<file path="src/design/cpu_alu_params.svh">
// Operation
// RULE1: Add two registers, optionally plus carry; update Z C N V H; one cycle.
// RULE2: Word add of a constant to a register pair; Z C N V S; two cycles.
// RULE3: Subtract register or constant; store; update Z C N V H; one cycle.
// RULE4: Subtract with borrow also subtracts carry; Z C N V H; one cycle.
// RULE5: Word subtract of a constant from a pair; Z C N V S; two cycles.
// RULE6: AND with register or constant; only Z N V change; one cycle.
// RULE7: OR with register or constant, XOR of registers; Z N V; one cycle.
// RULE8: Invert gives 0xFF minus value; Z C N V change; one cycle.
// RULE9: Clear bits ANDs with 0xFF minus mask; Z N V; one cycle.
// RULE10: Test ANDs register with itself, value unchanged; Z N V; one cycle.
// RULE11: Indirect jump loads PC from Z pointer; no flags; two cycles.
// RULE12: Indirect call saves return address, PC from Z; three cycles.
// RULE13: Compare skip equal advances PC 2 or 3 when equal, else 1.
// RULE14: Compare constant computes difference unstored; Z N V C H; one cycle.
// RULE15: Skip if selected bit clear advances PC 2 or 3; no flags.
// RULE16: Skip distance and cycles follow the skipped instruction's word count.
// RULE17: Unlisted flags keep values; registers and byte results are 8 bits.
`ifndef CPU_ALU_PARAMS_SVH
`define CPU_ALU_PARAMS_SVH
`define ALU_FLAG_C 0
`define ALU_FLAG_Z 1
`define ALU_FLAG_N 2
`define ALU_FLAG_V 3
`define ALU_FLAG_S 4
`define ALU_FLAG_H 5
`define ALU_FLAGS_RESET 6'h00
`define ALU_CYC_ONE 2'h1
`define ALU_CYC_TWO 2'h2
`define ALU_CYC_THREE 2'h3
`define ALU_ALL_ONES 8'hff
`endif

</file>
<file path="src/design/cpu_alu_pkg.sv">
package cpu_alu_pkg;
  typedef enum logic [4:0] {
    op_add                           = 5'h00,
    op_add_carry                     = 5'h01,
    op_word_add_immediate            = 5'h02,
    op_subtract                      = 5'h03,
    op_subtract_constant             = 5'h04,
    op_subtract_with_borrow          = 5'h05,
    op_subtract_constant_with_borrow = 5'h06,
    op_word_subtract_immediate       = 5'h07,
    op_and                           = 5'h08,
    op_and_constant                  = 5'h09,
    op_or                            = 5'h0a,
    op_or_constant                   = 5'h0b,
    op_exclusive_or                  = 5'h0c,
    op_bitwise_invert                = 5'h0d,
    op_twos_complement_negate        = 5'h0e,
    op_set_bits_masked               = 5'h0f,
    op_clear_bits_masked             = 5'h10,
    op_plus_one                      = 5'h11,
    op_minus_one                     = 5'h12,
    op_zero_minus_test               = 5'h13,
    op_zero_register                 = 5'h14,
    op_set_all_ones                  = 5'h15,
    op_indirect_jump                 = 5'h16,
    op_indirect_call                 = 5'h17,
    op_compare_skip_equal            = 5'h18,
    op_compare_regs                  = 5'h19,
    op_compare_with_carry            = 5'h1a,
    op_compare_immediate             = 5'h1b,
    op_skip_if_bit_clear             = 5'h1c
  } op_t;

  typedef enum logic [1:0] {
    st_idle = 2'b01,
    st_wait = 2'b10
  } state_t;

  typedef struct packed {
    logic [7:0] res;
    logic       c;
    logic       h;
    logic       v;
  } alu_res_t;

  typedef struct packed {
    state_t      state;
    logic [1:0]  cnt;
    logic [7:0]  result;
    logic [7:0]  result_hi;
    logic [5:0]  p_flags;
    logic [5:0]  flags;
    logic [15:0] pc_next;
    logic [15:0] ret_addr;
    logic        p_wr;
    logic        p_wr_hi;
    logic        p_push;
    logic        wr;
    logic        wr_hi;
    logic        push;
    logic        busy;
    logic        done;
  } alu_state_t;
endpackage : cpu_alu_pkg

</file>
<file path="src/design/cpu_alu_branch_subset.sv">
`timescale 1ns/100ps
`default_nettype none
`include "cpu_alu_params.svh"
module cpu_alu_branch_subset (
  input  wire logic               mclk,
  input  wire logic               rst,
  input  wire logic               start,
  input  wire cpu_alu_pkg::op_t   op,
  input  wire logic [7:0]         dst_val,
  input  wire logic [7:0]         src_val,
  input  wire logic [7:0]         word_hi,
  input  wire logic [2:0]         bit_sel,
  input  wire logic [15:0]        z_ptr,
  input  wire logic [15:0]        pc_val,
  input  wire logic               next_two_words,
  output logic [7:0]              result,
  output logic [7:0]              result_hi,
  output logic                    result_wr,
  output logic                    result_hi_wr,
  output logic [5:0]              flags,
  output logic [15:0]             pc_next,
  output logic [15:0]             ret_addr,
  output logic                    ret_push,
  output logic                    busy,
  output logic                    done
);
  cpu_alu_pkg::alu_state_t s_q;
  cpu_alu_pkg::alu_state_t s_d;
  cpu_alu_pkg::alu_state_t s_rst;

  function automatic cpu_alu_pkg::alu_res_t add8(input logic [7:0] a,
      input logic [7:0] b, input logic ci);
    cpu_alu_pkg::alu_res_t o;
    logic [8:0] t;
    t     = {1'b0, a} + {1'b0, b} + {8'h00, ci};
    o.res = t[7:0];
    o.c   = t[8];
    o.h   = (a[3] & b[3]) | (b[3] & ~t[3]) | (~t[3] & a[3]);
    o.v   = (a[7] & b[7] & ~t[7]) | (~a[7] & ~b[7] & t[7]);
    return o;
  endfunction : add8

  function automatic cpu_alu_pkg::alu_res_t sub8(input logic [7:0] a,
      input logic [7:0] b, input logic ci);
    cpu_alu_pkg::alu_res_t o;
    logic [8:0] t;
    t     = {1'b0, a} - {1'b0, b} - {8'h00, ci};
    o.res = t[7:0];
    o.c   = t[8];
    o.h   = (~a[3] & b[3]) | (b[3] & t[3]) | (t[3] & ~a[3]);
    o.v   = (a[7] & ~b[7] & ~t[7]) | (~a[7] & b[7] & t[7]);
    return o;
  endfunction : sub8

  // Flag vector with the arithmetic flags replaced
  function automatic logic [5:0] arith_flags(input logic [5:0] f,
      input cpu_alu_pkg::alu_res_t r, input logic keep_z);
    logic [5:0] o;
    o = f;
    o[`ALU_FLAG_C] = r.c;
    o[`ALU_FLAG_H] = r.h;
    o[`ALU_FLAG_V] = r.v;
    o[`ALU_FLAG_N] = r.res[7];
    // Borrow chains only keep Z set when every byte was zero
    o[`ALU_FLAG_Z] = (r.res == 8'h00) & (keep_z ? f[`ALU_FLAG_Z] : 1'b1);
    return o;
  endfunction : arith_flags

  function automatic logic [5:0] logic_flags(input logic [5:0] f,
      input logic [7:0] r);
    logic [5:0] o;
    o = f;
    o[`ALU_FLAG_V] = 1'b0;
    o[`ALU_FLAG_N] = r[7];
    o[`ALU_FLAG_Z] = (r == 8'h00);
    return o;
  endfunction : logic_flags

  logic [15:0] word_in;
  logic [16:0] word_sum;
  logic [15:0] pc_seq;
  logic [15:0] pc_skip;
  logic [1:0]  skip_cyc;
  logic [1:0]  cyc;
  logic        fin;
  logic        cf;

  assign word_in  = {word_hi, dst_val};
  assign pc_seq   = pc_val + 16'h0001;
  // Skip length follows the next instruction's size [RULE16]
  assign pc_skip  = next_two_words ? pc_val + 16'h0003 : pc_val + 16'h0002;
  assign skip_cyc = next_two_words ? `ALU_CYC_THREE : `ALU_CYC_TWO;
  assign cf       = s_q.flags[`ALU_FLAG_C];

  always_comb begin
    s_rst         = '0;
    s_rst.state   = cpu_alu_pkg::st_idle;
    s_rst.flags   = `ALU_FLAGS_RESET;
    s_rst.p_flags = `ALU_FLAGS_RESET;
    s_d           = s_q;
    s_d.wr        = 1'b0;
    s_d.wr_hi     = 1'b0;
    s_d.push      = 1'b0;
    s_d.done      = 1'b0;
    cyc           = `ALU_CYC_ONE;
    fin           = 1'b0;
    word_sum      = '0;
    case (s_q.state)
      cpu_alu_pkg::st_idle: begin
        if (start) begin
          s_d.p_wr    = 1'b1;
          s_d.p_wr_hi = 1'b0;
          s_d.p_push  = 1'b0;
          s_d.p_flags = s_q.flags; // Unlisted flags hold [RULE17]
          s_d.pc_next = pc_seq;
          s_d.result  = dst_val;
          case (op)
            cpu_alu_pkg::op_add, cpu_alu_pkg::op_add_carry: begin
              s_d.result  = add8(dst_val, src_val,
                                 (op == cpu_alu_pkg::op_add_carry) & cf).res;
              s_d.p_flags = arith_flags(s_q.flags, add8(dst_val, src_val,
                  (op == cpu_alu_pkg::op_add_carry) & cf), 1'b0); // [RULE1]
            end
            cpu_alu_pkg::op_subtract, cpu_alu_pkg::op_subtract_constant,
            cpu_alu_pkg::op_twos_complement_negate: begin
              s_d.result  = (op == cpu_alu_pkg::op_twos_complement_negate) ?
                            sub8(8'h00, dst_val, 1'b0).res :
                            sub8(dst_val, src_val, 1'b0).res;
              s_d.p_flags = (op == cpu_alu_pkg::op_twos_complement_negate) ?
                arith_flags(s_q.flags, sub8(8'h00, dst_val, 1'b0), 1'b0) :
                arith_flags(s_q.flags, sub8(dst_val, src_val, 1'b0),
                            1'b0); // [RULE3]
            end
            cpu_alu_pkg::op_subtract_with_borrow,
            cpu_alu_pkg::op_subtract_constant_with_borrow: begin
              s_d.result  = sub8(dst_val, src_val, cf).res;
              s_d.p_flags = arith_flags(s_q.flags,
                  sub8(dst_val, src_val, cf), 1'b1); // [RULE4]
            end
            cpu_alu_pkg::op_compare_regs, cpu_alu_pkg::op_compare_immediate,
            cpu_alu_pkg::op_compare_with_carry: begin
              s_d.p_wr    = 1'b0; // Difference is discarded [RULE14]
              s_d.p_flags = (op == cpu_alu_pkg::op_compare_with_carry) ?
                arith_flags(s_q.flags, sub8(dst_val, src_val, cf), 1'b1) :
                arith_flags(s_q.flags, sub8(dst_val, src_val, 1'b0),
                            1'b0); // [RULE14]
            end
            cpu_alu_pkg::op_word_add_immediate,
            cpu_alu_pkg::op_word_subtract_immediate: begin
              word_sum = (op == cpu_alu_pkg::op_word_add_immediate) ?
                {1'b0, word_in} + {9'h000, src_val} :
                {1'b0, word_in} - {9'h000, src_val}; // [RULE2] [RULE5]
              cyc             = `ALU_CYC_TWO;
              s_d.p_wr_hi     = 1'b1;
              s_d.result      = word_sum[7:0];
              s_d.result_hi   = word_sum[15:8];
              s_d.p_flags[`ALU_FLAG_C] = word_sum[16];
              s_d.p_flags[`ALU_FLAG_N] = word_sum[15];
              s_d.p_flags[`ALU_FLAG_Z] = (word_sum[15:0] == 16'h0000);
              s_d.p_flags[`ALU_FLAG_V] =
                (op == cpu_alu_pkg::op_word_add_immediate) ?
                (~word_hi[7] & word_sum[15]) : (word_hi[7] & ~word_sum[15]);
              s_d.p_flags[`ALU_FLAG_S] = word_sum[15] ^
                s_d.p_flags[`ALU_FLAG_V]; // [RULE2] [RULE5]
            end
            cpu_alu_pkg::op_and, cpu_alu_pkg::op_and_constant,
            cpu_alu_pkg::op_zero_minus_test: begin
              s_d.result  = (op == cpu_alu_pkg::op_zero_minus_test) ?
                            (dst_val & dst_val) : (dst_val & src_val);
              s_d.p_flags = logic_flags(s_q.flags,
                s_d.result); // [RULE6] [RULE10]
            end
            cpu_alu_pkg::op_or, cpu_alu_pkg::op_or_constant,
            cpu_alu_pkg::op_set_bits_masked, cpu_alu_pkg::op_exclusive_or,
            cpu_alu_pkg::op_zero_register: begin
              s_d.result  = (op == cpu_alu_pkg::op_exclusive_or) ?
                            (dst_val ^ src_val) :
                            (op == cpu_alu_pkg::op_zero_register) ? 8'h00 :
                            (dst_val | src_val);
              s_d.p_flags = logic_flags(s_q.flags, s_d.result); // [RULE7]
            end
            cpu_alu_pkg::op_clear_bits_masked: begin
              s_d.result  = dst_val & (`ALU_ALL_ONES - src_val);
              s_d.p_flags = logic_flags(s_q.flags, s_d.result); // [RULE9]
            end
            cpu_alu_pkg::op_bitwise_invert: begin
              s_d.result  = `ALU_ALL_ONES - dst_val;
              s_d.p_flags = logic_flags(s_q.flags, s_d.result);
              s_d.p_flags[`ALU_FLAG_C] = 1'b1; // [RULE8]
            end
            cpu_alu_pkg::op_plus_one, cpu_alu_pkg::op_minus_one: begin
              s_d.result  = (op == cpu_alu_pkg::op_plus_one) ?
                            dst_val + 8'h01 : dst_val - 8'h01;
              s_d.p_flags = logic_flags(s_q.flags, s_d.result);
              s_d.p_flags[`ALU_FLAG_V] = (op == cpu_alu_pkg::op_plus_one) ?
                (s_d.result == 8'h80) : (s_d.result == 8'h7f);
            end
            cpu_alu_pkg::op_set_all_ones: s_d.result = `ALU_ALL_ONES;
            cpu_alu_pkg::op_indirect_jump: begin
              s_d.p_wr    = 1'b0;
              s_d.pc_next = z_ptr; // [RULE11]
              cyc         = `ALU_CYC_TWO;
            end
            cpu_alu_pkg::op_indirect_call: begin
              s_d.p_wr     = 1'b0;
              s_d.p_push   = 1'b1;
              s_d.ret_addr = pc_seq;
              s_d.pc_next  = z_ptr; // [RULE12]
              cyc          = `ALU_CYC_THREE;
            end
            cpu_alu_pkg::op_compare_skip_equal: begin
              s_d.p_wr = 1'b0;
              if (dst_val == src_val) begin
                s_d.pc_next = pc_skip; // [RULE13]
                cyc         = skip_cyc;
              end
            end
            cpu_alu_pkg::op_skip_if_bit_clear: begin
              s_d.p_wr = 1'b0;
              if (!dst_val[bit_sel]) begin
                s_d.pc_next = pc_skip; // [RULE15]
                cyc         = skip_cyc;
              end
            end
            default: s_d.p_wr = 1'b0;
          endcase
          if (cyc == `ALU_CYC_ONE) begin
            fin = 1'b1;
          end else begin
            s_d.state = cpu_alu_pkg::st_wait;
            s_d.cnt   = cyc - 2'h1;
            s_d.busy  = 1'b1;
          end
        end
      end
      cpu_alu_pkg::st_wait: begin
        if (s_q.cnt == 2'h1) begin
          fin = 1'b1;
        end else begin
          s_d.cnt = s_q.cnt - 2'h1;
        end
      end
      default: s_d = s_rst;
    endcase
    // Write strobes, push and flags are published together at the end; result, pc_next and ret_addr already load at start
    if (fin) begin
      s_d.state = cpu_alu_pkg::st_idle;
      s_d.busy  = 1'b0;
      s_d.cnt   = 2'h0;
      s_d.done  = 1'b1;
      s_d.wr    = s_d.p_wr;
      s_d.wr_hi = s_d.p_wr_hi;
      s_d.push  = s_d.p_push;
      s_d.flags = s_d.p_flags;
    end
  end

  always_ff @(posedge mclk) begin
    if (rst) begin
      s_q <= s_rst;
    end else begin
      s_q <= s_d;
    end
  end

  assign result       = s_q.result;
  assign result_hi    = s_q.result_hi;
  assign result_wr    = s_q.wr;
  assign result_hi_wr = s_q.wr_hi;
  assign flags        = s_q.flags;
  assign pc_next      = s_q.pc_next;
  assign ret_addr     = s_q.ret_addr;
  assign ret_push     = s_q.push;
  assign busy         = s_q.busy;
  assign done         = s_q.done;

  logic take1;
  assign take1 = start & ~s_q.busy;

  one_cycle_a: assert property (@(posedge mclk) disable iff (rst) // [RULE1]
    take1 && op == cpu_alu_pkg::op_add |=> done && result_wr &&
    result == $past(dst_val + src_val))
    else $error("add result or timing wrong");
  word_two_a: assert property (@(posedge mclk) disable iff (rst) // [RULE2]
    take1 && op == cpu_alu_pkg::op_word_add_immediate |=> busy && !done
    ##1 done && result_hi_wr && {result_hi, result} ==
    $past({word_hi, dst_val}, 2) + {8'h00, $past(src_val, 2)})
    else $error("word add wrong");
  sub_borrow_a: assert property (@(posedge mclk) disable iff (rst) // [RULE4]
    take1 && op == cpu_alu_pkg::op_subtract_with_borrow |=>
    result == $past(dst_val - src_val - {7'h00, flags[`ALU_FLAG_C]}))
    else $error("borrow subtract wrong");
  logic_flags_a: assert property (@(posedge mclk) disable iff (rst) // [RULE6]
    take1 && op == cpu_alu_pkg::op_and |=> !flags[`ALU_FLAG_V] &&
    flags[`ALU_FLAG_C] == $past(flags[`ALU_FLAG_C]) &&
    flags[`ALU_FLAG_H] == $past(flags[`ALU_FLAG_H]))
    else $error("logic op touched other flags");
  invert_val_a: assert property (@(posedge mclk) disable iff (rst) // [RULE8]
    take1 && op == cpu_alu_pkg::op_bitwise_invert |=>
    result == ~$past(dst_val) && flags[`ALU_FLAG_C])
    else $error("invert wrong");
  jump_two_a: assert property (@(posedge mclk) disable iff (rst) // [RULE11]
    take1 && op == cpu_alu_pkg::op_indirect_jump |=> !done ##1 done &&
    pc_next == $past(z_ptr, 2) && flags == $past(flags, 2))
    else $error("indirect jump wrong");
  call_three_a: assert property (@(posedge mclk) disable iff (rst) // [RULE12]
    take1 && op == cpu_alu_pkg::op_indirect_call |=> !done [*2] ##1
    done && ret_push && ret_addr == $past(pc_val, 3) + 16'h0001)
    else $error("indirect call wrong");
  skip_len_a: assert property (@(posedge mclk) disable iff (rst) // [RULE16]
    take1 && op == cpu_alu_pkg::op_skip_if_bit_clear && !dst_val[bit_sel] &&
    next_two_words |=> !done [*2] ##1 done &&
    pc_next == $past(pc_val, 3) + 16'h0003)
    else $error("skip length wrong");
  cmp_nowrite_a: assert property (@(posedge mclk) disable iff (rst) // [RULE14]
    take1 && op == cpu_alu_pkg::op_compare_immediate |=> done && !result_wr &&
    flags[`ALU_FLAG_Z] == ($past(dst_val) == $past(src_val)))
    else $error("compare wrong");
  busy_done_c: cover property (@(posedge mclk) disable iff (rst)
    busy ##[1:2] done);
  skip_equal_c: cover property (@(posedge mclk) disable iff (rst)
    take1 && op == cpu_alu_pkg::op_compare_skip_equal && dst_val == src_val);
  call_push_c: cover property (@(posedge mclk) disable iff (rst) ret_push);
endmodule : cpu_alu_branch_subset
`default_nettype wire

</file>
<file path="config.mk">
export PLATFORM = sky130hd
export DESIGN_NAME = cpu_alu_branch_subset
export DESIGN_NICKNAME = d
export VERILOG_FILES = /design/src/design/cpu_alu_pkg.sv /design/src/design/cpu_alu_branch_subset.sv
export VERILOG_INCLUDE_DIRS = /design/src /design/src/design
export SDC_FILE = /design/constraint.sdc
export NUM_CORES = 1
export LEC_CHECK = 0
export BUFFER_PORTS_ARGS = -buffer_cell sky130_fd_sc_hd__buf_2
export CORE_MARGIN = 1.5
export CORE_UTILIZATION = 35
export CTS_BUF_LIST = sky130_fd_sc_hd__clkbuf_4 sky130_fd_sc_hd__clkbuf_8
export DETAILED_ROUTE_END_ITERATION = 6
export SLEW_MARGIN = 20
export SYNTH_ARGS = -nofsm -noshare
export SYNTH_HDL_FRONTEND = slang
export SYNTH_SLANG_ARGS = --single-unit
</file>
<file path="constraint.sdc">
create_clock -name mclk -period 10.8 [get_ports mclk]
set_clock_uncertainty 0.1 [all_clocks]
set_input_delay 1.08 -clock mclk [delete_from_list [all_inputs] [get_ports mclk]]
set_output_delay 1.08 -clock mclk [all_outputs]
set_load 0.05 [all_outputs]
</file>
# Yosys cells after proc, flatten, opt, wreduce, memory -nomap -nowiden
# Cells that the tools add are included.
[totals]
out_inout_bits = 59
ff_bits = 72
inputBits = 68
wordCells = 204
[op_classes]
n_mux = 48
magnitude_cmp = 1
reduce_logical = 30
n_eq_ne = 41
bitwise_logic = 52
addsub = 16
[ops]
columns = ["cell", "count"]
rows = [
  ["8-bit one-hot mux with 10 select lines", 1],
  ["8-bit logical NOT", 9],
  ["35-bit one-hot mux with 2 select lines", 1],
  ["5-bit == test, second input constant", 13],
  ["16-bit 2-to-1 mux", 4],
  ["5-bit one-hot mux with 10 select lines", 1],
  ["8-bit 2-to-1 mux", 6],
  ["16-bit one-hot mux with 3 select lines", 1],
  ["22-bit one-hot mux with 2 select lines", 1],
  ["5-bit by 4-bit == test with 1-bit output, second input constant", 8],
  ["35-bit 2-to-1 mux", 1],
  ["16-bit by 2-bit adder with 16-bit output, second input constant", 2],
  ["26-bit 2-to-1 mux", 1],
  ["1-bit AND", 24],
  ["8-bit AND", 3],
  ["6-bit 2-to-1 mux", 4],
  ["22-bit OR reduction", 1],
  ["5-bit by 3-bit == test with 1-bit output, second input constant", 4],
  ["16-bit by 8-bit adder with 17-bit output", 1],
  ["17-bit 2-to-1 mux", 1],
  ["16-bit by 8-bit subtractor with 17-bit output", 1],
  ["16-bit by 1-bit adder with 16-bit output, second input constant", 1],
  ["16-bit logical NOT", 1],
  ["2-bit OR reduction", 8],
  ["37 further kinds", 90],
]

# Logic depth before layout (Yosys ltp)
# Gate-level depths: netlist (run 1).
[logic_depth]
depth_word = 12
mapped_depth = 18
ltp_nobuf = 17

# Worst setup path after synthesis (run 1)
# OpenSTA, ideal clock, no wires.
[synth_path]
kind = "in2reg"
start = "input port op[3]"
end = "register s_q, in the netlist flags[1]"
required_time_ns = 10.609
arrival_ns = 4.310
stages = 16
setup_ns = 0.091
n_path_buf = 1
slack_ns = 6.299
path_cell_list = "or2_1 -> clkbuf_1 -> nor3_1 -> and3_1 -> fa_1 -> inv_1 -> fa_1 -> nor2b_1 -> o21a_1 -> nor2_1 -> xnor2_1 -> or4_1 -> o311ai_1 -> nand3b_1 -> o221ai_1 -> a311oi_1"
[synth_via]
elab_chain_cells = 10
elab_cells_between_ends = 63
cone_classes = "1 x add/sub; 29 x eq/ne; 17 x mux; 1 x bitwise; 15 x reduce/logical"
[synth_rtl]
columns = ["element", "line_no", "rtl"]
rows = [
  ["from (decl)", "cpu_alu_branch_subset.sv:8", "input wire cpu_alu_pkg::op_t op,"],
  ["parallel branches: the longest is 10 deep, another holds 9-bit by 1-bit adder with 9-bit output", "--", ""],
  ["to (signal assigned)", "cpu_alu_branch_subset.sv:260", "s_q <= s_rst;"],
  ["to (decl)", "cpu_alu_branch_subset.sv:27", "cpu_alu_pkg::alu_state_t s_q;"],
]
# Several ways; the timed one is not identified. The select of a mux whose other input is x is not followed.
# A chain may end at the register's enable or synchronous reset.

# Final worst setup path (run 1)
[layout_path]
start = "input port dst_val[1]"
end = "register s_q[70] in the netlist's numbering"
[layout_via]
elab_chain_cells = 11
elab_cells_between_ends = 15
cone_classes = "3 x eq/ne; 10 x mux; 2 x reduce/logical"
[layout_rtl]
columns = ["element", "line_no", "rtl"]
rows = [
  ["from (decl)", "cpu_alu_branch_subset.sv:9", "input wire logic [7:0] dst_val,"],
  ["1-bit binary-select mux with 3-bit select", "cpu_alu_branch_subset.sv:220", "if (!dst_val[bit_sel]) begin"],
  ["1-bit 2-to-1 mux (implied by the code)", "cpu_alu_branch_subset.sv:220", ""],
  ["2-bit 2-to-1 mux", "cpu_alu_branch_subset.sv:220", ""],
  ["2-bit one-hot mux with 4 select lines *", "cpu_alu_branch_subset.sv:117", "case (op)"],
  ["2-bit 2-to-1 mux *", "cpu_alu_branch_subset.sv:110", "if (start) begin"],
  ["2-bit 2-to-1 mux *", "cpu_alu_branch_subset.sv:108", "case (s_q.state)"],
  ["2-bit by 1-bit == test with 1-bit output (no source line) *", "--", ""],
  ["1-bit 2-to-1 mux", "cpu_alu_branch_subset.sv:227", "if (cyc == `ALU_CYC_ONE) begin"],
  ["1-bit 2-to-1 mux", "cpu_alu_branch_subset.sv:110", ""],
  ["1-bit one-hot mux with 2 select lines", "cpu_alu_branch_subset.sv:108", ""],
  ["2-bit OR reduction (no source line)", "--", ""],
]
# Mark *: on every way between the ends. The rest lies on a longest branch, timed or not. The select of a mux whose other input is x is not followed.

==> results of run 1 <==
-- area by class of cell --
| class | count | share of cell area |
|---|---|---|
| well taps | 313 | 0.04463 |
| repair buffers | 132 | 0.07699 |
| flip-flops and latches | 72 | 0.1642 |
| inverters | 51 | 0.02181 |
| multi-input cells | 895 | 0.6698 |
| clock inverters | 6 | 0.007556 |
| clock buffers | 10 | 0.01497 |
-- per-stage QoR --
stage	area (um^2)	utilization	total power [mW]
2_1_floorplan	8213	-	0.6008
3_3_place_gp	8578	0.3755	0.7021
3_5_place_dp	8578	0.3755	0.7003
4_1_cts	8776	0.3841	0.9285
5_1_grt	8776	0.3841	0.9780
6_report	8776	0.3841	0.9311
-- worst min-delay path: stages, from the launching register on --
cell and delay, ns:
dfxtp_1 0.31, nand2_1 0.05, a21oi_1 0.05
-- kinds of logic after synthesis --
group,share of synthesized area
muxes,0.01295
AOI/OAI and AO/OA,0.2633
DFF,0.1755
xor gates and xnor gates,0.06612
and+or+nand+nor,0.2558
buffers and inverters,0.1088
adders and majority gates,0.1176
-- cells in the mapped netlist (all sizes together) (13+ instances only) --
cell / number
nand2b: 16
nand3: 38
o221ai: 27
ha: 66
a21o: 17
o21ai: 52
inv: 51
nand4: 17
buf: 72
clkbuf: 39
xor2: 23
nor3: 43
nor2: 162
a21oi: 85
a22oi: 34
xnor2: 39
dfxtp: 72
a211oi: 13
nand2: 76
nor2b: 13
-- registers in the layout (all words and copies together), names as in the netlist --
name and cells:
pc_next 16, result 8, ret_push 1, flags 6, busy 1, result_hi_wr 1, s_q 13, result_wr 1
ret_addr 16, done 1, result_hi 8
-- power breakdown --
group          total (mW)  switching (mW)  internal (mW)  leakage (nW)
clock network       0.227           0.117          0.111         0.104
registers           0.291         0.00978          0.281         0.586
logic               0.413           0.282          0.131          2.97
-- layer usage --
metal / vias up / global-route usage / wire length [um]
met4: 2 / 0.08889 / 1126
li1: 4118 / - / -
met3: 82 / 0.04000 / 2506
met1: 4052 / 0.3555 / 14010
met5: - / 0 / 11
met2: 434 / 0.3782 / 13300
-- worst paths after layout --
kind / start / to / slack (ns) / depth (start not counted)
hold / removal: result[4]$_SDFFE_PP0P_ / result[4]$_SDFFE_PP0P_ / 0.35 / 2
setup / recovery: dst_val[1] / s_q[70]$_SDFFE_PP1P_ / 5.34 / 14
hold reg to reg: result[4]$_SDFFE_PP0P_ / result[4]$_SDFFE_PP0P_ / 0.35 / 2
setup reg to reg: flags[0]$_SDFFE_PP0P_ / flags[0]$_SDFFE_PP0P_ / 7.07 / 14
==> key figures, run 1 <==
Clock tree
  – CTS tree: done
  – CTS root buffer: clkbuf_8
  – CTS Buffer Depth: 2
  – Post-CTS Resized: 0
  – Clock Sinks: 72
  – Clk pin slew, worst setup/hold paths: 0.08 ns
  – Number of setup buffers added after CTS: 0
  – Total CTS buffers: 9
  – Hold Buf Count CTS: 0
  – Skew-Pair Late Insertion Delay: 0.37 ns
  – H-Tree Depth: 3

STA
  – Min Tclk post-route: ~5.5 ns
  – Final setup margin: 5.345 ns
  – Endpoints failing hold: 0
  – Setup TNS: 0 ns
  – Final worst-path cycle share: 0.5051
  – Actual slew at the worst max-slew pin: about 1 ns
  – Max-Slew Margin vs Limit: 0.3229
  – Final hold slack: around 0.35 ns
  – FMAX: 183.3 MHz
  – Unrepaired setup endpoints after global routing: false
  – Final setup viols: 0
  – Max-slew violation total from the final report: 0

Critical path
  – CP Capture Type: flop
  – WS Path Type: primary input to flop
  – Worst path cell trace: buf_2 > inv_1 > ha_1 > nor4_1 > nand3_1 > o21ai_1 > nand2_1 > nand2_1 > nor2_1 > ha_1 > a22oi_1 > nor2_1 > nor3_1 > o21ai_0
  – Startpoint Class: primary input
  – Arr. time, crit path: 5.58 ns
  – Worst-path maximum fanout: 24
  – Req. time, crit path: 10.92 ns
  – Largest stage delay, worst path: 0.59 ns
  – Slowest stage cell, crit path: nand2_1
  – Crit path max-delay family: simple AND/OR/NAND/NOR gates
  – Buf/Inv on CP: 2

Logic synthesis
  – Ys flop type: dfxtp_1
  – Syn Inst Count: ~1100
  – Synth top area share: 0.1755
  – Sequential area share after synthesis: 0.1755
  – EDFF count, synth: 0
  – Largest cells by area after synthesis: dfxtp_1 18%, ha_1 10%, nor2_1 7.4%
  – Yosys cell types: 75
  – Synth warnings: 0
  – Seq cells post-synth: between 70 and 80
  – Async SR Flop Fraction: 0
  – Area leader, netlist: dfxtp_1
  – Synth Cell Area: 8213 um^2
  – Post-Syn Nets: 1270
  – Synthesized area per cell: between 7 and 8 um^2

Final layout
  – Share of post-route cells with drive strength above 1: 0.1492
  – Multi-input combinational cell area: 5878 um^2
  – FF/Latch Area: 1441 um^2
  – Fill count: 2496
  – Antenna diodes: 0
  – Synthesis-to-finish area growth: 6.856%
  – Nets: around 1300
  – Commonest cells after routing, fill and taps aside: 162 x nor2_1, 126 x buf_2, 85 x a21oi_1
  – Most common cell after layout, fill and taps aside: nor2_1
  – Final std cells w/o fill: 1479

Routing
  – WL per Instance: 20.92 um
  – Routed via count: 8688
  – Post-Route WL: 30.95 mm
  – Mean number of vias per cell: approximately 6
  – Initial DRC Count: 906
  – Drc violations: 0
  – Final ANT Viol Nets: 0
  – DRT Pass-1 Iters: 6

GRT
  – Initial antenna violation count: 1
  – First-pass GRT wire length: 46.67 mm
  – Total congestion overflow: 0
  – Pin count of the biggest net entering global routing: 56
  – Vias in the first global route: 7803
  – GRT Util Overall: 0.2499

Placement
  – Pre-CTS setup slack: 5.059 ns
  – Placed insts: 1463
  – Count of input and output buffers: 126
  – Dpl hpwl: 24.16 mm
  – Placer's final routability congestion estimate: 1.047

Power and ir drop
  – Leak: 3.665 nW
  – VDD IR max: 0.00004940 V
  – Cell Pwr Density: 106.1 nW/um^2

Status
  – Outcome: finished clean

Floorplan
  – Die area: 24390 um^2
  – I/O Pins: 127
  – Overall die height: 156.2 um
  – Die width: 156.2 um
  – CORE AREA: 22850 um^2
  – # rows: 55
  – Initial Util: 0.3595

Run
  – Max Cap Viol: 0

Min path
  – Hold WC Path Type: flop to flop
No activity file was read; power rests on OpenSTA's default activity.
==> run 2, diff against run 1 <==
Settings changed: ABC_AREA set to 1.
Clock period 10.8 ns to 5.25 ns, I/O delays scaled along.
==> run 2 against run 1 <==
Net effect:
- setup slack lost 4.1 ns
- core utilization grew 0.21 points
- clock-buffer cell count grew 1
- worst hold slack gained 0.011 ns
==> key figures, run 2 <==
Status
  – Outcome: finished clean (unchanged)

Logic synthesis
  – Ys flop type: dfxtp_1 (unchanged)
  – Library cell with the highest instance count after synthesis: nand2_1 (was nor2_1)
  – Largest family of logic cells by synthesized area: simple AND/OR/NAND/NOR gates (was compound AO/OA/AOI/OAI gates)
  – Yosys cell types: 54 (was 75)
  – Synth top area share: 0.1724 (was 0.1755)
  – Seq cells post-synth: 72 (unchanged)
  – Adder-Cell Fraction of Synth Area: 0.1129 (was 0.1176)
  – Syn Inst Count: 1395 (was 1129)
  – Async SR Flop Fraction: 0 (unchanged)
  – Complex-gate fraction of the synthesized area: 0.1575 (was 0.2633)
  – Synth Cell Area: 8558 um^2 (was 8213 um^2)
  – Synthesized area per cell: 6.135 um^2 (was 7.274 um^2)
  – Largest cells by area after synthesis: nand2_1 17%, dfxtp_1 17%, ha_1 9.6% (was dfxtp_1 18%, ha_1 10%, nor2_1 7.4%)
  – Synth warnings: 0 (unchanged)
  – Post-Syn Nets: 1536 (was 1270)
  – EDFF count, synth: 0 (unchanged)
  – Post-Synth Simple-Gate Area: 0.3576 (was 0.2558)
  – Sequential area share after synthesis: 0.1684 (was 0.1755)
  – Post-synthesis mux area share: 0 (was 0.01295)
  – Area leader, netlist: nand2_1 (was dfxtp_1)
  – XOR/XNOR share of the synthesized area: 0.05234 (was 0.06612)
  – Synth cell count leaders: 393 x nand2_1, 182 x inv_1, 131 x nor2_1 (was 162 x nor2_1, 85 x a21oi_1, 76 x nand2_1)

Power and ir drop
  – Cell Pwr Density: 293.9 nW/um^2 (was 106.1 nW/um^2)
  – VDD IR max: 0.0001847 V (was 0.00004940 V)
  – Leak: 4.691 nW (was 3.665 nW)

Critical path
  – Startpoint Class: primary input (unchanged)
  – Worst-path maximum fanout: 5 (was 24)
  – WS Path Type: primary input to flop (unchanged)
  – CP Capture Type: flop (unchanged)
  – Arr. time, crit path: 4.14 ns (was 5.58 ns)
  – Req. time, crit path: 5.43 ns (was 10.92 ns)

STA
  – Final setup margin: 1.289 ns (was 5.345 ns)
  – FMAX: 252.4 MHz
  – Final setup viols: 0 (unchanged)
  – Endpoints failing hold: 0 (unchanged)
  – Unrepaired setup endpoints after global routing: false (unchanged)
  – Max-slew violation total from the final report: 0 (unchanged)
  – Final worst-path cycle share: 0.7546
  – Actual slew at the worst max-slew pin: 0.9389 ns (was 1.008 ns)
  – Min Tclk post-route: 3.961 ns
  – Setup TNS: 0 ns (unchanged)
  – Max-Slew Margin vs Limit: 0.3692 (was 0.3229)

Clock tree
  – CTS root buffer: clkbuf_8 (unchanged)
  – CTS tree: done (unchanged)
  – Post-CTS Resized: 0 (unchanged)
  – Clk pin slew, worst setup/hold paths: 0.08 ns (about the same)
  – Number of setup buffers added after CTS: 0 (unchanged)
  – Clock Sinks: 72 (unchanged)
  – Skew-Pair Late Insertion Delay: 0.36 ns (was 0.37 ns)
  – Hold Buf Count CTS: 0 (unchanged)
  – CTS Buffer Depth: 2 (unchanged)
  – Total CTS buffers: 9 (unchanged)
  – H-Tree Depth: 3 (unchanged)

Final layout
  – Fill count: 2677 (was 2496)
  – Most common cell after layout, fill and taps aside: nand2_1 (was nor2_1)
  – Final std cells w/o fill: 1781 (was 1479)
  – FF/Latch Area: 1441 um^2 (unchanged)
  – Nets: 1593 (was 1302)
  – Multi-input combinational cell area: 5824 um^2 (was 5878 um^2)
  – Commonest cells after routing, fill and taps aside: 393 x nand2_1, 181 x inv_1, 130 x nor2_1 (was 162 x nor2_1, 126 x buf_2, 85 x a21oi_1)
  – Synthesis-to-finish area growth: 9.094% (was 6.856%)
  – Antenna diodes: 0 (unchanged)
  – Share of post-route cells with drive strength above 1: 0.1332 (was 0.1492)

Placement
  – Placed insts: 1765 (was 1463)
  – Count of input and output buffers: 126 (unchanged)
  – Dpl hpwl: 25.73 mm (was 24.16 mm)
  – Pre-CTS setup slack: 0.9027 ns (was 5.059 ns)
  – Placer's final routability congestion estimate: 1.018 (was 1.047)

Routing
  – Mean number of vias per cell: 5.264 (was 5.874)
  – WL per Instance: 17.91 um (was 20.92 um)
  – Initial DRC Count: 767 (was 906)
  – Routed via count: 9376 (was 8688)
  – DRT Pass-1 Iters: 5 (was 6)
  – Drc violations: 0 (unchanged)
  – Post-Route WL: 31.89 mm (was 30.95 mm)
  – Final ANT Viol Nets: 0 (unchanged)

GRT
  – First-pass GRT wire length: 50.26 mm (was 46.67 mm)
  – Global-route track usage on met3: 0.02996 (was 0.04000)
  – Initial antenna violation count: 0 (was 1)
  – M1 GR Usage: 0.3326 (was 0.3555)
  – Most Crowded Layer GR: met2 (unchanged)
  – Vias in the first global route: 9117 (was 7803)
  – GRT Util Overall: 0.2520 (was 0.2499)
  – Met2 Usage GRT: 0.4230 (was 0.3782)
  – Total congestion overflow: 0 (unchanged)
  – Pin count of the biggest net entering global routing: 58 (was 56)

Floorplan
  – I/O Pins: 127 (unchanged)
  – # rows: 57 (was 55)
  – Initial Util: 0.3540 (was 0.3595)
  – CORE AREA: 24180 um^2 (was 22850 um^2)
  – Die area: 25400 um^2 (was 24390 um^2)
  – Die width: 159.4 um (was 156.2 um)
  – Overall die height: 159.4 um (was 156.2 um)

Run
  – Max Cap Viol: 0 (unchanged)

Min path
  – Hold WC Path Type: flop to flop (unchanged)
-- run 2: cell count changes after synthesis, sizes merged, moves of 23 or more --
| cell | delta |
|---|---|
| a22oi | -31 |
| clkbuf | -23 |
| inv | +140 |
| nand2 | +324 |
| nand3 | +55 |
| nor2 | -24 |
| xnor2 | -32 |
-- run 2: worst max-delay path: stages --
cell      delay (ns)
buf_2           0.13
nor3_1          0.18
inv_1           0.08
nor3_1          0.13
inv_1           0.07
nor3_1          0.54
ha_1            0.35
nand2_1         0.06
o21ai_0         0.09
ha_1            0.35
nand2_1         0.10
inv_1           0.06
a21oi_1         0.21
nand2_1         0.10
nand2_1         0.06
nand2_1         0.07
nand2_1         0.08
nand2_1         0.07
nand2_1         0.06
nand3b_1        0.08
or2_2           0.28
nand3_1         0.10
nand4_1         0.09
nand2_1         0.09
nand3_1         0.07
nand2_1         0.07
inv_1           0.03
-- run 2: cell families after synthesis --
family / count (synthesis)
AND/OR/NAND/NOR: 703
buffers and inverters: 279
adder cells (fa/ha/maj): 73
flip-flops: 72
XOR/XNOR: 49
AO/OA/AOI/OAI: 219
-- run 2: through the flow --
stage	area (um^2)	hold WS (ns)	power (mW)	util
3_3_place_gp	9064	0.3494	2.143	0.3749
2_1_floorplan	8558	0.3423	1.826	-
4_1_cts	9336	0.3645	2.747	0.3862
6_report	9336	0.3644	2.744	0.3862
3_5_place_dp	9064	0.3532	2.144	0.3749
5_1_grt	9336	0.3773	2.922	0.3862
-- run 2: cell type report --
cell class,instances,share of cell area
multi-input cells,1044,0.6238
flip-flops and latches,72,0.1544
inverters,195,0.07840
repair buffers,130,0.07076
well taps,324,0.04342
clock buffers,11,0.01555
clock inverters,5,0.01367
-- run 2: worst paths after layout --
kind | from | endpoint | slack [ns] | cells past startpoint
worst min-delay path | pc_next[9]$_SDFFE_PP0P_ | pc_next[9]$_SDFFE_PP0P_ | 0.36 | 2
worst min register to register | pc_next[9]$_SDFFE_PP0P_ | pc_next[9]$_SDFFE_PP0P_ | 0.36 | 2
worst max register to register | flags[0]$_SDFFE_PP0P_ | flags[1]$_SDFFE_PP0P_ | 1.74 | 17
worst max-delay path | src_val[2] | flags[0]$_SDFFE_PP0P_ | 1.29 | 27
-- run 2: per-layer routing --
| layer | share of wire | up-vias |
|---|---|---|
| met5 | 0 | - |
| li1 | - | 4631 |
| met2 | 0.46 | 372 |
| met4 | 0.030 | 0 |
| met1 | 0.45 | 4315 |
| met3 | 0.065 | 58 |
-- run 2: power breakdown --
part	total [mW]	switching, mW	internal [mW]
sequential	0.699	0.0563	0.643
clock	0.599	0.217	0.382
combinational	1.45	1.07	0.376
total	2.74	1.34	1.40
